**src/shared/jmd_pkg.sv**
```systemverilog
// Package of constants and types for the link mode parameter decoder
package jmd_pkg;
	// Register offsets
	localparam logic [3:0] JMD_ADDR_MODE    = 4'h0;
	localparam logic [3:0] JMD_ADDR_STREAMS = 4'h1;
	localparam logic [3:0] JMD_ADDR_INTERP  = 4'h2;
	localparam logic [3:0] JMD_ADDR_KM1     = 4'h3;
	localparam logic [3:0] JMD_ADDR_CTRL    = 4'h4;
	localparam logic [3:0] JMD_ADDR_LANES   = 4'h5;
	localparam logic [3:0] JMD_ADDR_RATIO   = 4'h6;
	localparam logic [3:0] JMD_ADDR_STATUS  = 4'h7;
	localparam logic [3:0] JMD_ADDR_CSUM_IN = 4'h8;
	localparam logic [3:0] JMD_ADDR_CSUM    = 4'h9;
	localparam logic [3:0] JMD_ADDR_MAP     = 4'hA;
	// Field positions in the control register
	localparam int JMD_CTRL_DUAL_EDGE_SINGLE_RATE_INPUT_BIT = 0;
	localparam int JMD_CTRL_DUAL_EDGE_DOUBLE_RATE_OUTPUT_BIT = 1;
	localparam int JMD_CTRL_SCR_BIT   = 2;
	localparam int JMD_CTRL_ENC_BIT   = 3;
	// Reset values
	localparam logic [3:0] JMD_RST_MODE    = 4'h0;
	localparam logic [7:0] JMD_RST_STREAMS = 8'h01;
	localparam logic [8:0] JMD_RST_INTERP  = 9'h001;
	localparam logic [7:0] JMD_RST_KM1     = 8'h3F;
	localparam logic [3:0] JMD_RST_CTRL    = 4'h0;
	// Link constants
	localparam logic [4:0] JMD_CF_FIXED     = 5'h00;
	localparam logic [1:0] JMD_CS_FIXED     = 2'h0;
	localparam logic [7:0] JMD_E_FIXED      = 8'h01;
	localparam int         JMD_EB_DEPTH     = 64;
	localparam int         JMD_EB_DEPTH_RED = 32;
	localparam logic [8:0] JMD_K_REDUCED    = 9'h020;
	localparam logic [7:0] JMD_F_ONE        = 8'h01;
	localparam int         JMD_INTERP_MAX   = 256;
	localparam int         JMD_NUM_MODES    = 13;
	// Ratio encoding: 0 stands for one half (dual-edge input)
	localparam logic [8:0] JMD_RATIO_HALF   = 9'h000;

	typedef enum logic [1:0] {
		JMD_MAP_IDLE,
		JMD_MAP_RUN
	} jmd_map_e;
endpackage : jmd_pkg

```
**src/logic/jmd_decode.sv**
```systemverilog
// Link mode parameter decoder with register port and sample order generator
// Notes on behaviour
// - One mode number chosen by software sets all other transport parameters; here streams and K have registers of their own.
// - A clock ratio of one half selects dual-edge input with two samples per clock.
// - Otherwise the ratio equals the interpolation factor 1..256; double-rate output leaves it.
// - Active lanes are ceiling(streams times the mode's maximum lanes / max streams), streams capped at max streams.
// - An interleave factor of one maps samples linearly from 0 to S-1.
// - A larger factor steps by the factor from 0, each pass starting one index higher.
// - In 8b/10b the frames per multiframe must be one of the mode's legal values.
// - Multiframe length must be a multiple of 64 characters, or 32 when K=32 and F=1.
// - Control words per frame and control bits per sample are both zero.
// - The configuration checksum is the sum of the preceding fields modulo 256.
// - Configuration octets received during alignment are ignored and never compared.
// - The octets-per-frame field is eight bits giving octets per frame per lane.
// - In 64b/66b there is exactly one multiblock per extended multiblock.
//
// Design decisions made here: the strobed register port and the register offsets.
`timescale 1ns/1ps
module jmd_decode
	import jmd_pkg::*;
#(
	parameter int FIFO_DEPTH = 4
) (
	input  wire logic       clk_in,
	input  wire logic       rst_in,
	input  wire logic [3:0] addr_in,
	input  wire logic [15:0] wdata_in,
	input  wire logic       wr_in,
	input  wire logic       rd_in,
	output logic      [15:0] rdata_out,
	input  wire logic       ilas_valid_in,
	input  wire logic [7:0] ilas_octet_in,
	output logic            map_valid_out,
	input  wire logic       map_ready_in,
	output logic      [7:0] map_index_out,
	output logic      [4:0] active_lanes_out,
	output logic            dual_edge_out,
	output logic            config_ok_out
);
	// Mode table row
	typedef struct packed {
		logic [4:0] lx;
		logic [7:0] mx;
		logic [7:0] f;
		logic [7:0] s;
		logic       hd;
		logic [4:0] si;
		logic [4:0] n;
		logic [8:0] kmin;
	} jmd_row_s;

	// Per-mode constants; legal K is kmin, 2*kmin, 4*kmin
	function automatic jmd_row_s mode_row(input logic [3:0] m);
		jmd_row_s r;
		r = '{lx:5'h10, mx:8'h01, f:8'h02, s:8'h10, hd:1'b0, si:5'h01, n:5'h10, kmin:9'h020};
		unique case (m)
			4'h0: r = '{5'h10, 8'h01, 8'h02, 8'h10, 1'b0, 5'h01, 5'h10, 9'h020};
			4'h1: r = '{5'h10, 8'h02, 8'h02, 8'h08, 1'b0, 5'h01, 5'h10, 9'h020};
			4'h2: r = '{5'h10, 8'h04, 8'h02, 8'h04, 1'b0, 5'h01, 5'h10, 9'h020};
			4'h3: r = '{5'h10, 8'h08, 8'h02, 8'h02, 1'b0, 5'h01, 5'h10, 9'h020};
			4'h4: r = '{5'h08, 8'h08, 8'h02, 8'h01, 1'b0, 5'h01, 5'h10, 9'h020};
			4'h5: r = '{5'h04, 8'h08, 8'h04, 8'h01, 1'b0, 5'h01, 5'h10, 9'h010};
			4'h6: r = '{5'h02, 8'h08, 8'h08, 8'h01, 1'b0, 5'h01, 5'h10, 9'h008};
			4'h7: r = '{5'h01, 8'h08, 8'h10, 8'h01, 1'b0, 5'h01, 5'h10, 9'h004};
			4'h8: r = '{5'h10, 8'h01, 8'h08, 8'h50, 1'b0, 5'h10, 5'h0C, 9'h008};
			4'h9: r = '{5'h0C, 8'h01, 8'h02, 8'h10, 1'b1, 5'h01, 5'h0C, 9'h020};
			4'hA: r = '{5'h10, 8'h02, 8'h08, 8'h28, 1'b0, 5'h08, 5'h0C, 9'h008};
			4'hB: r = '{5'h0C, 8'h02, 8'h02, 8'h08, 1'b1, 5'h01, 5'h0C, 9'h020};
			4'hC: r = '{5'h08, 8'h02, 8'h08, 8'h14, 1'b0, 5'h04, 5'h0C, 9'h008};
			default: r = r;
		endcase
		return r;
	endfunction : mode_row

	// Software registers
	logic [3:0]  mode_reg;
	logic [7:0]  streams_reg;
	logic [8:0]  interp_reg;
	logic [7:0]  km1_reg;
	logic [3:0]  ctrl_reg;
	logic [7:0]  csum_reg;
	logic [15:0] rdata_reg;
	jmd_row_s    row;
	logic [8:0]  k_frames;
	logic        enc_8b10b;
	logic        mode_ok;
	logic        k_legal;
	logic        k_multiple;
	logic [15:0] mf_chars;
	logic [4:0]  lanes;
	logic [8:0]  ratio;
	logic [7:0]  r_bits;

	// Mode decode drives every derived parameter except the clock ratio
	assign row       = mode_row(mode_reg);
	assign mode_ok   = (mode_reg < 4'(JMD_NUM_MODES));
	assign enc_8b10b = ~ctrl_reg[JMD_CTRL_ENC_BIT];
	assign k_frames  = {1'b0, km1_reg} + 9'h001;

	// Legal K set is three powers of two from the mode minimum
	assign k_legal = (k_frames == row.kmin) || (k_frames == {row.kmin[7:0], 1'b0})
		|| (k_frames == {row.kmin[6:0], 2'b00});
	// Multiframe characters against elastic buffer depth
	assign mf_chars   = 16'(k_frames) * 16'(row.f);
	assign k_multiple = ((k_frames == JMD_K_REDUCED) && (row.f == JMD_F_ONE))
		? (mf_chars % 16'(JMD_EB_DEPTH_RED) == 16'h0000)
		: (mf_chars % 16'(JMD_EB_DEPTH) == 16'h0000);
	// Limit checks apply to 8b/10b only; 64b/66b uses fixed E
	assign config_ok_out = mode_ok && (!enc_8b10b || (k_legal && k_multiple));

	// Active lanes: ceiling(M*Lx/Mx), streams capped at Mx; Mx is never zero
	always_comb begin
		logic [7:0]  m_eff;
		logic [13:0] lane_num;
		m_eff    = (streams_reg > row.mx) ? row.mx : streams_reg;
		lane_num = 14'(m_eff) * 14'(row.lx) + 14'(row.mx) - 14'h0001;
		lanes    = (m_eff == 8'h00) ? 5'h00 : 5'(lane_num / 14'(row.mx));
	end

	// Ratio: half in dual-edge input, else interpolation; double-rate output ignored
	assign dual_edge_out = ctrl_reg[JMD_CTRL_DUAL_EDGE_SINGLE_RATE_INPUT_BIT];
	assign ratio = dual_edge_out ? JMD_RATIO_HALF : interp_reg;
	// Bits per lane per clock, reported so the host can set the PLL
	assign r_bits = 8'(16'(row.n) * 16'(row.s) / 16'((row.lx == 5'h00) ? 5'h01 : row.lx));

	// Register writes; interpolation clamped to 1..256
	always_ff @(posedge clk_in or posedge rst_in) begin
		if (rst_in) begin
			mode_reg    <= JMD_RST_MODE;
			streams_reg <= JMD_RST_STREAMS;
			interp_reg  <= JMD_RST_INTERP;
			km1_reg     <= JMD_RST_KM1;
			ctrl_reg    <= JMD_RST_CTRL;
		end else if (wr_in) begin
			unique case (addr_in)
				JMD_ADDR_MODE:    mode_reg    <= wdata_in[3:0];
				JMD_ADDR_STREAMS: streams_reg <= wdata_in[7:0];
				JMD_ADDR_INTERP: begin
					if (wdata_in[8:0] == 9'h000) begin
						interp_reg <= JMD_RST_INTERP;
					end else if (wdata_in[8:0] > 9'(JMD_INTERP_MAX)) begin
						interp_reg <= 9'(JMD_INTERP_MAX);
					end else begin
						interp_reg <= wdata_in[8:0];
					end
				end
				JMD_ADDR_KM1:     km1_reg     <= wdata_in[7:0];
				JMD_ADDR_CTRL:    ctrl_reg    <= wdata_in[3:0];
				default: ;
			endcase
		end
	end

	// Checksum over received configuration octets, kept for reading only
	always_ff @(posedge clk_in or posedge rst_in) begin
		if (rst_in) begin
			csum_reg <= 8'h00;
		end else if (wr_in && (addr_in == JMD_ADDR_CSUM_IN)) begin
			csum_reg <= 8'h00;
		end else if (ilas_valid_in) begin
			csum_reg <= csum_reg + ilas_octet_in;
		end
	end

	// Sample order generator feeding the FIFO
	jmd_map_e   map_state_reg;
	logic [7:0] idx_reg;
	logic [7:0] pass_reg;
	logic [7:0] placed_reg;
	logic       gen_valid;
	logic       gen_ready;
	logic [7:0] step;
	logic [8:0] idx_sum;

	assign gen_valid = (map_state_reg == JMD_MAP_RUN);
	assign step      = (row.si <= 5'h01) ? 8'h01 : 8'(row.si);
	assign idx_sum   = {1'b0, idx_reg} + {1'b0, step};

	// Restart after every write to the map register; back-pressure from the FIFO stalls it
	always_ff @(posedge clk_in or posedge rst_in) begin
		if (rst_in) begin
			map_state_reg <= JMD_MAP_IDLE;
			idx_reg       <= 8'h00;
			pass_reg      <= 8'h00;
			placed_reg    <= 8'h00;
		end else if (wr_in && (addr_in == JMD_ADDR_MAP)) begin
			map_state_reg <= JMD_MAP_RUN;
			idx_reg       <= 8'h00;
			pass_reg      <= 8'h00;
			placed_reg    <= 8'h00;
		end else begin
			unique case (map_state_reg)
				JMD_MAP_IDLE: ;
				JMD_MAP_RUN: begin
					if (gen_ready) begin
						placed_reg <= placed_reg + 8'h01;
						if (placed_reg + 8'h01 == row.s) begin
							map_state_reg <= JMD_MAP_IDLE;
						end else if (idx_sum >= {1'b0, row.s}) begin
							idx_reg  <= pass_reg + 8'h01;
							pass_reg <= pass_reg + 8'h01;
						end else begin
							idx_reg <= idx_sum[7:0];
						end
					end
				end
			endcase
		end
	end

	jmd_fifo #(
		.WIDTH (8),
		.DEPTH (FIFO_DEPTH)
	) u_fifo (
		.clk_in        (clk_in),
		.rst_in        (rst_in),
		.in_valid_in   (gen_valid),
		.in_ready_out  (gen_ready),
		.in_data_in    (idx_reg),
		.out_valid_out (map_valid_out),
		.out_ready_in  (map_ready_in),
		.out_data_out  (map_index_out)
	);

	// Lane output registered
	always_ff @(posedge clk_in or posedge rst_in) begin
		if (rst_in) begin
			active_lanes_out <= 5'h00;
		end else begin
			active_lanes_out <= lanes;
		end
	end

	// Read data one cycle after strobe, zero otherwise
	always_ff @(posedge clk_in or posedge rst_in) begin
		if (rst_in) begin
			rdata_reg <= 16'h0000;
		end else if (rd_in) begin
			unique case (addr_in)
				JMD_ADDR_MODE:    rdata_reg <= {12'h000, mode_reg};
				JMD_ADDR_STREAMS: rdata_reg <= {8'h00, streams_reg};
				JMD_ADDR_INTERP:  rdata_reg <= {7'h00, interp_reg};
				JMD_ADDR_KM1:     rdata_reg <= {8'h00, km1_reg};
				JMD_ADDR_CTRL:    rdata_reg <= {12'h000, ctrl_reg};
				JMD_ADDR_LANES:   rdata_reg <= {11'h000, lanes};
				JMD_ADDR_RATIO:   rdata_reg <= {7'h00, ratio};
				JMD_ADDR_STATUS:  rdata_reg <= {r_bits, JMD_E_FIXED[0], JMD_CS_FIXED,
					JMD_CF_FIXED[3:0], config_ok_out};
				JMD_ADDR_CSUM:    rdata_reg <= {8'h00, csum_reg};
				JMD_ADDR_MAP:     rdata_reg <= {row.f, 7'h00, gen_valid};
				default:          rdata_reg <= 16'h0000;
			endcase
		end else begin
			rdata_reg <= 16'h0000;
		end
	end
	assign rdata_out = rdata_reg;

	// Checks
	property p_ratio_half;
		@(posedge clk_in) disable iff (rst_in) dual_edge_out |-> ratio == JMD_RATIO_HALF;
	endproperty
	a_ratio_half: assert property (p_ratio_half) else $error("ratio not half");
	property p_ratio_interp;
		@(posedge clk_in) disable iff (rst_in)
		!dual_edge_out |-> (ratio == interp_reg) && (ratio != 9'h000);
	endproperty
	a_ratio_interp: assert property (p_ratio_interp) else $error("ratio not interp");
	property p_lanes;
		@(posedge clk_in) disable iff (rst_in)
		(streams_reg >= row.mx) && mode_ok |=> active_lanes_out == $past(row.lx);
	endproperty
	a_lanes: assert property (p_lanes) else $error("full lanes wrong");
	property p_kplus;
		@(posedge clk_in) disable iff (rst_in)
		enc_8b10b && mode_ok && (km1_reg == 8'(row.kmin - 9'h001)) |-> config_ok_out;
	endproperty
	a_kplus: assert property (p_kplus) else $error("k offset wrong");
	property p_first_zero;
		@(posedge clk_in) disable iff (rst_in)
		wr_in && (addr_in == JMD_ADDR_MAP) |=> idx_reg == 8'h00;
	endproperty
	a_first_zero: assert property (p_first_zero) else $error("map not at 0");
	property p_linear;
		@(posedge clk_in) disable iff (rst_in)
		gen_valid && gen_ready && (step == 8'h01) && (placed_reg + 8'h01 != row.s)
		&& !(wr_in && (addr_in == JMD_ADDR_MAP)) |=> idx_reg == $past(idx_reg) + 8'h01;
	endproperty
	a_linear: assert property (p_linear) else $error("linear step wrong");
	property p_csum;
		@(posedge clk_in) disable iff (rst_in)
		ilas_valid_in && !(wr_in && (addr_in == JMD_ADDR_CSUM_IN))
		|=> csum_reg == $past(csum_reg) + $past(ilas_octet_in);
	endproperty
	a_csum: assert property (p_csum) else $error("checksum wrong");
	property p_kbad;
		@(posedge clk_in) disable iff (rst_in)
		enc_8b10b && !k_legal |-> !config_ok_out;
	endproperty
	a_kbad: assert property (p_kbad) else $error("illegal K accepted");
	property p_rd_zero;
		@(posedge clk_in) disable iff (rst_in) !rd_in |=> rdata_out == 16'h0000;
	endproperty
	a_rd_zero: assert property (p_rd_zero) else $error("read data stale");
	c_map_done: cover property (@(posedge clk_in) disable iff (rst_in)
		gen_valid ##1 !gen_valid);
	c_fifo_full: cover property (@(posedge clk_in) disable iff (rst_in)
		gen_valid && !gen_ready);
	c_dual: cover property (@(posedge clk_in) disable iff (rst_in) dual_edge_out);
	c_ok: cover property (@(posedge clk_in) disable iff (rst_in) config_ok_out);
endmodule : jmd_decode

```
**src/logic/jmd_fifo.sv**
```systemverilog
// Small synchronous FIFO with valid/ready on both sides
`timescale 1ns/1ps
module jmd_fifo #(
	parameter int WIDTH = 8,
	parameter int DEPTH = 4
) (
	input  wire logic             clk_in,
	input  wire logic             rst_in,
	input  wire logic             in_valid_in,
	output logic                  in_ready_out,
	input  wire logic [WIDTH-1:0] in_data_in,
	output logic                  out_valid_out,
	input  wire logic             out_ready_in,
	output logic      [WIDTH-1:0] out_data_out
);
	localparam int AW = $clog2(DEPTH);
	logic [WIDTH-1:0] mem_reg [DEPTH];
	logic [AW-1:0]    wr_ptr_reg;
	logic [AW-1:0]    rd_ptr_reg;
	logic [AW:0]      count_reg;
	logic             push;
	logic             pop;

	// Handshakes from occupancy
	assign in_ready_out  = (count_reg != (AW+1)'(DEPTH));
	assign out_valid_out = (count_reg != '0);
	assign push          = in_valid_in && in_ready_out;
	assign pop           = out_valid_out && out_ready_in;
	assign out_data_out  = mem_reg[rd_ptr_reg];

	// Storage, no reset needed on data
	always_ff @(posedge clk_in) begin
		if (push) begin
			mem_reg[wr_ptr_reg] <= in_data_in;
		end
	end

	// Pointers wrap at depth
	always_ff @(posedge clk_in or posedge rst_in) begin
		if (rst_in) begin
			wr_ptr_reg <= '0;
			rd_ptr_reg <= '0;
			count_reg  <= '0;
		end else begin
			if (push) begin
				wr_ptr_reg <= (wr_ptr_reg == AW'(DEPTH-1)) ? '0 : wr_ptr_reg + 1'b1;
			end
			if (pop) begin
				rd_ptr_reg <= (rd_ptr_reg == AW'(DEPTH-1)) ? '0 : rd_ptr_reg + 1'b1;
			end
			count_reg <= count_reg + (AW+1)'(push) - (AW+1)'(pop);
		end
	end

	// Occupancy never passes the depth
	property p_no_overflow;
		@(posedge clk_in) disable iff (rst_in) count_reg <= (AW+1)'(DEPTH);
	endproperty
	a_no_overflow: assert property (p_no_overflow) else $error("fifo count above depth");
endmodule : jmd_fifo

```
**config.mk**
```make
export PLATFORM = sky130hd
export DESIGN_NAME = jmd_decode
export DESIGN_NICKNAME = d
export VERILOG_FILES = /design/src/shared/jmd_pkg.sv /design/src/logic/jmd_decode.sv /design/src/logic/jmd_fifo.sv
export SDC_FILE = /design/constraint.sdc
export NUM_CORES = 1
export LEC_CHECK = 0
export ABC_CLOCK_PERIOD_IN_PS = 51600
export BUFFER_PORTS_ARGS = -buffer_cell sky130_fd_sc_hd__buf_2
export CELL_PAD_IN_SITES_DETAIL_PLACEMENT = 0
export CELL_PAD_IN_SITES_GLOBAL_PLACEMENT = 1
export CORE_MARGIN = 2
export CORE_UTILIZATION = 44
export CTS_CLUSTER_SIZE = 14
export DETAILED_ROUTE_END_ITERATION = 10
export GPL_TIMING_DRIVEN = 1
export PLACE_DENSITY_LB_ADDON = 0.1
export SYNTH_ARGS = -nofsm -noshare
export SYNTH_HDL_FRONTEND = slang
export SYNTH_SLANG_ARGS = --single-unit
```
**constraint.sdc**
```tcl
create_clock -name clk_in -period 51.6 [get_ports clk_in]
set_clock_uncertainty 0.1 [all_clocks]
set_input_delay 10.32 -clock clk_in [delete_from_list [all_inputs] [get_ports clk_in]]
set_output_delay 10.32 -clock clk_in [all_outputs]
set_load 0.05 [all_outputs]
```
-- Word-level counts from Yosys, hierarchy flattened
Memory sizes are Yosys's and may differ from the RTL's.
Cells that the tools add are included.
- register bits after elaboration: 95
- RAM bits: 32
- ROM bits: 512
- input bits: 34
- output and inout port bits: 32
- logic and storage cells: 123
- memories kept: 2
- memory list (memory ; depth ; width ; rd ports ; clocked after memory_dff ; write ports ; RTL line ; RTL):
    (no name shown) ; 16 ; 32 ; 1 ; 0 ; 0 ; jmd_decode.sv:56 ; unique case (m)
    u_fifo.mem_reg ; 4 ; 8 ; 1 ; 0 ; 1 ; jmd_fifo.sv:17 ; logic [WIDTH-1:0] mem_reg [DEPTH];
- $add $sub $neg: 11
- multiply operators: 3
- divide/modulo/power cells: 2
- $lt $le $gt $ge: 5
- eq/ne operators: 21
- multiplexer cells: 33
- reduce and logical (&&, ||, !) cells: 31
- operators with widths (cell ; number):
    case mux 16 bit (10 select lines) ; 1
    two-way mux 8 bit ; 16
    zero test 16 bit ; 2
    equality test 9 bit ; 3
    two-way mux 9 bit ; 3
    adder 8 x 1 -> 8 bit (second input constant) ; 2
    divider 13 x 16 -> 16 bit ; 1
    equality test 4 x 3 -> 1 bit (second input constant) ; 4
    two-way mux 16 bit ; 1
    two-way mux 5 bit ; 3
    adder 13 x 8 -> 14 bit ; 1
    divider 14 x 8 -> 14 bit ; 1
    subtractor 14 x 1 -> 14 bit (second input constant) ; 1
    multiplier 5 x 8 -> 13 bit ; 1
    multiplier 8 x 5 -> 13 bit ; 1
    equality test 4 bit (second input constant) ; 3
    two-way mux 2 bit ; 6
    AND reduction 2 bit ; 6
    nonzero test 2 bit ; 5
    adder 8 x 1 -> 9 bit (second input constant) ; 1
    adder 8 x 5 -> 9 bit ; 1
    equality test 9 x 6 -> 1 bit (second input constant) ; 1
    greater-or-equal comparator 9 x 8 -> 1 bit ; 1
    > comparator 9 bit (second input constant) ; 1
    other kinds (26) ; 40

-- Logic depth before layout (Yosys ltp)
An unclocked memory read counts as a cell.
- depth in word-level cells: 10
- depth in mapped cells: 152
- gate-level depth less buffers: 147

-- By module
Synthesis repeated with hierarchy kept, for this count alone.
- cell total of the unflattened synthesis: 2169
- area total of the unflattened synthesis: 18006.0 µm²
- by module, submodules not included (module ; instances ; cells each ; area an instance (µm²) ; sequential area each (µm²)):
    jmd_decode ; 1 ; 2088 ; 16403.2 ; 2187.1
    jmd_fifo ; 1 ; 81 ; 1602.8 ; 1136.1

-- Worst setup path before layout
OpenSTA, ideal clock, no wires.
- kind: reg2reg
- from: register mode_reg[1]
- to: register rdata_reg[0] (netlist: rdata_out[0])
- setup time: 0.130 ns
- arrival: 27.799 ns
- required time: 51.370 ns
- path slack: 23.571 ns
- cell stages (with the launch flop): 141
- path buffers: 5
- clock period less this slack: 28.029 ns
- path through: dfrtp_1 > buf_2 > clkbuf_1 > inv_1 > nor4_1 > inv_1 > ha_1 > o21ai_0 > nand2b_1 > a21oi_1 > o21ai_1 > mux2_2 > and2_1 > fa_1 > inv_1 > fa_1 > fa_1 > inv_1 > (+105 left out) > o21a_1 > o21a_1 > o21ai_0 > nand2b_1 > or4b_1 > clkbuf_1 > nor4_4 > mux2i_1 > ha_1 > a21boi_0 > o21ai_0 > nand2b_1 > a2111oi_0 > nand4_1 > a2111oi_0 > nand3_1 > nor3_1 > o31ai_1
- word-level cells in the longest chain between the ends: 10
- elaborated cells between the ends (all ways): 26
- those cells by class: add/sub (2); mul (2); div (1); order compare (2); eq/ne (4); mux (5); reduce/logical (9); memory (1)
- RTL lines (item ; RTL line ; RTL):
    start: declaration ; jmd_decode.sv:76 ; logic [3:0] mode_reg;
    start signal: assignment ; jmd_decode.sv:136 ; JMD_ADDR_MODE: mode_reg <= wdata_in[3:0];
    memory read (16 x 32 bit) ; - ;
    > comparator 8 bit ; jmd_decode.sv:115 ; m_eff = (streams_reg > row.mx) ? row.mx : streams_reg;
    two-way mux 8 bit ; jmd_decode.sv:115 ;
    multiplier 8 x 5 -> 13 bit ; jmd_decode.sv:116 ; lane_num = 14'(m_eff) * 14'(row.lx) + 14'(row.mx) - 14'h0001;
    adder 13 x 8 -> 14 bit ; jmd_decode.sv:116 ;
    subtractor 14 x 1 -> 14 bit ; jmd_decode.sv:116 ;
    divider 14 x 8 -> 14 bit ; jmd_decode.sv:117 ; lanes = (m_eff == 8'h00) ? 5'h00 : 5'(lane_num / 14'(row.mx));
    two-way mux 5 bit ; jmd_decode.sv:117 ;
    case mux 16 bit (10 select lines) * ; jmd_decode.sv:239 ; unique case (addr_in)
    two-way mux 16 bit * ; jmd_decode.sv:238 ; end else if (rd_in) begin
    end signal: assignment ; jmd_decode.sv:240 ; JMD_ADDR_MODE: rdata_reg <= {12'h000, mode_reg};
    end signal: assignment ; jmd_decode.sv:241 ; JMD_ADDR_STREAMS: rdata_reg <= {8'h00, streams_reg};
    end signal: assignment ; jmd_decode.sv:242 ; JMD_ADDR_INTERP: rdata_reg <= {7'h00, interp_reg};
    end: declaration ; jmd_decode.sv:82 ; logic [15:0] rdata_reg;
Mark *: on every way between the ends. The rest lies on a longest branch, timed or not.
A chain may end at the register's enable or synchronous reset.

-- Final worst setup path
Ends and elaborated chain as after synthesis.

==> results.sh <==
export IMPL_antenna_found_initial=1
export IMPL_crit_slowest_cell="nor4_1"
export IMPL_coreArea_um2=39600
export IMPL_yosys_top_cells_count="ha_1, nor2_1, nand2_1"
export IMPL_vias_per_cell=5.78
export IMPL_hp_class="reg2reg"
export IMPL_nNetsFinal=2494
export IMPL_wirelength_um=46000
export IMPL_fin_tns_setup_ps=0
export IMPL_place_hpwl_um=36300
export IMPL_end_kind="flop"
export IMPL_maxSlewViolCount=0
export IMPL_synth_seq_cells=126
export IMPL_grt_ovfl_total=0
export IMPL_gp_congestion=0.857
export IMPL_io_pins=66
export IMPL_die_area_um2=41800
export IMPL_ys_flop_type="dfrtp_1"
export IMPL_preCtsSetupSlack_ps=18770
export IMPL_synthAdderAreaFrac_pct=19.5
export IMPL_worstSetupStartpointType="flop"
export IMPL_synth_most_common_cell="ha_1"
export IMPL_yosysTopAreaCell="ha_1"
export IMPL_cp_startpoint="mode_reg[1]"
export IMPL_r2r_start="mode_reg[1]"
export IMPL_tightest_slew_ps=1260
export IMPL_synth_top_area_share_pct=15.7
export IMPL_ctsHoldBuffers=0
export IMPL_relSlewSlack_pct=15.5
export IMPL_grt_pass1_wl_um=76800
export IMPL_synthSimpleGateAreaFrac_pct=22.6
export IMPL_clock_path_buffers=2
export IMPL_cts_setup_buffers=0
export IMPL_r2r_cells=139
export IMPL_worst_setup_path_type="reg2reg"
export IMPL_synth_compound_area_share_pct=21.9
export IMPL_path_clk_slew_ps=60
export IMPL_max_cap_violations=0
export IMPL_drtIter0Drc=824
export IMPL_fp_dieH_um=204
export IMPL_critical_path_most_common_cell="o21a_1"
export IMPL_post_drt_wl_per_cell_um=16.8
export IMPL_layout_drive_gt1_share_pct=10.8
export IMPL_numCtsBuffers=17
export IMPL_synth_top_family_by_area="simple AND/OR/NAND/NOR gates"
export IMPL_hold_viol_final=0
export IMPL_vias=15900
export IMPL_rsz0062_at_grt="no"
export IMPL_fin_crit_ps=33090
export IMPL_ant_nets=0
export IMPL_insertion_delay_ps=450
export IMPL_antenna_cells=0
export IMPL_clockRootBuffer="clkbuf_16"
export IMPL_groute_usage_overall_pct=22.4
export IMPL_timing_fmax_mhz=30.2
export IMPL_layout_setup_ws_ps=18510
export IMPL_largest_reg_flops=32
export IMPL_endpoint="rdata_out[0]"
export IMPL_synth_edf_count=32
export IMPL_setup_viol=0
export IMPL_synthArstFlopShare_pct=74.6
export IMPL_cts_sinks=126
export IMPL_regToRegSetupSlack_ps=18510
export IMPL_status="finished clean"
export IMPL_die_x_um=204
export IMPL_post_route_period_util_pct=64.1
export IMPL_grt_pass1_vias=15500
export IMPL_cts_tree="yes"
export IMPL_cts_resized=0
export IMPL_cp_slowest_stage_delay_ps=1120
export IMPL_synth_avg_cell_area_um2=8.29
export IMPL_numPortBuffers=58
export IMPL_nFillCells=3948
export IMPL_area_growth_syn_to_layout_pct=8.64
export IMPL_syn_cell_area_um2=17700
export IMPL_ys_warn_count=0
export IMPL_synth_xor_area_share_pct=6.00
export IMPL_yosys_top_cells_area="ha_1, dfrtp_1, edfxtp_1, nor2_1, mux2_2"
export IMPL_drc_errors=0
export IMPL_cp_required_ps=51790
export IMPL_grt_max_degree=71
export IMPL_htree_num_levels=4
export IMPL_synthCells=2130
export IMPL_yosysSeqAreaShare_pct=18.8
export IMPL_dr_pass1_iters=5
export IMPL_synth_mux_area_share_pct=7.67
export IMPL_worst_path_max_fanout=17
export IMPL_worstPathArrival_ps=33280
export IMPL_yosysUniqueCellTypes=110
export IMPL_r2r_end="rdata_out[0]"
export IMPL_rows=73
export IMPL_start_util_pct=44.6
-- stage by stage --
stage / cell area (um2) / hold slack [ps] / util, % / std cells
final: 19200 / 384 / 48.4 / 2743
after global routing: 19200 / 397 / 48.4 / 2743
after CTS: 19200 / 382 / 48.4 / 2743
after detailed placement: 18600 / 370 / 47.0 / 2711
after global placement: 18600 / 360 / 47.0 / 2711
after floorplan: 17800 / 349 / - / 2161
-- cell families after synthesis --
family | after synthesis
other | 2
adder cells (fa/ha/maj) | 255
XOR/XNOR | 121
AO/OA/AOI/OAI | 559
AND/OR/NAND/NOR | 789
multiplexers | 116
buffers and inverters | 162
flip-flops | 126
-- worst min path at each step --
stage                     depth (start not counted)           from  slack [ps]       endpoint
after global placement                            2  interp_reg[7]         360  interp_reg[7]
after detailed placement                          2  interp_reg[7]         370  interp_reg[7]
after global routing                              2  interp_reg[0]         400  interp_reg[0]
final                                             2  interp_reg[3]         380  interp_reg[3]
after CTS                                         2  interp_reg[7]         380  interp_reg[7]
after floorplan                                   2  interp_reg[1]         350  interp_reg[1]
-- critical path: cells and delay by family, from the launching register on --
kind,cells,cell delay [ps]
xor+xnor,1,170
simple gates,34,9020
mux,9,2850
flops,1,700
fa+ha+maj,20,6560
compound gates,64,12080
buf+inv,11,1440
-- per-layer routing --
metal  routed length (um)  GRT usage, %
met5                   12             0
met4                  577          4.81
met3                 1310          2.28
met2                22500          39.4
met1                21600          29.5
-- placed cells by master, fill, tap and decap left out, types with 34 or more instances in the layout --
master    count
and2_1       35
mux2_2       62
nor2_1      211
nand2_1     165
ha_1        221
nor3_1       88
dfrtp_1      86
a21o_1       49
mux2i_1      43
o21a_1       65
inv_1       114
o21ai_0     110
nand3_1      55
a21oi_1     111
nand2b_1     40
buf_2        58
xnor2_1      74
xor2_1       47
fa_1         34
-- area by class of cell --
| class | instances | area [um2] | area share (%) |
|---|---|---|---|
| Clock buffer | 17 | 425 | 2.22 |
| Clock inverter | 15 | 133 | 0.691 |
| Inverter | 118 | 445 | 2.32 |
| Multi-Input combinational cell | 1873 | 13800 | 72.1 |
| Sequential cell | 126 | 3320 | 17.3 |
| Tap cell | 525 | 657 | 3.42 |
| Timing Repair Buffer | 69 | 373 | 1.94 |
Power is left out: the tool's default activity adds up to more than one toggle a clock period on the data nets, which glitch-free logic cannot reach.
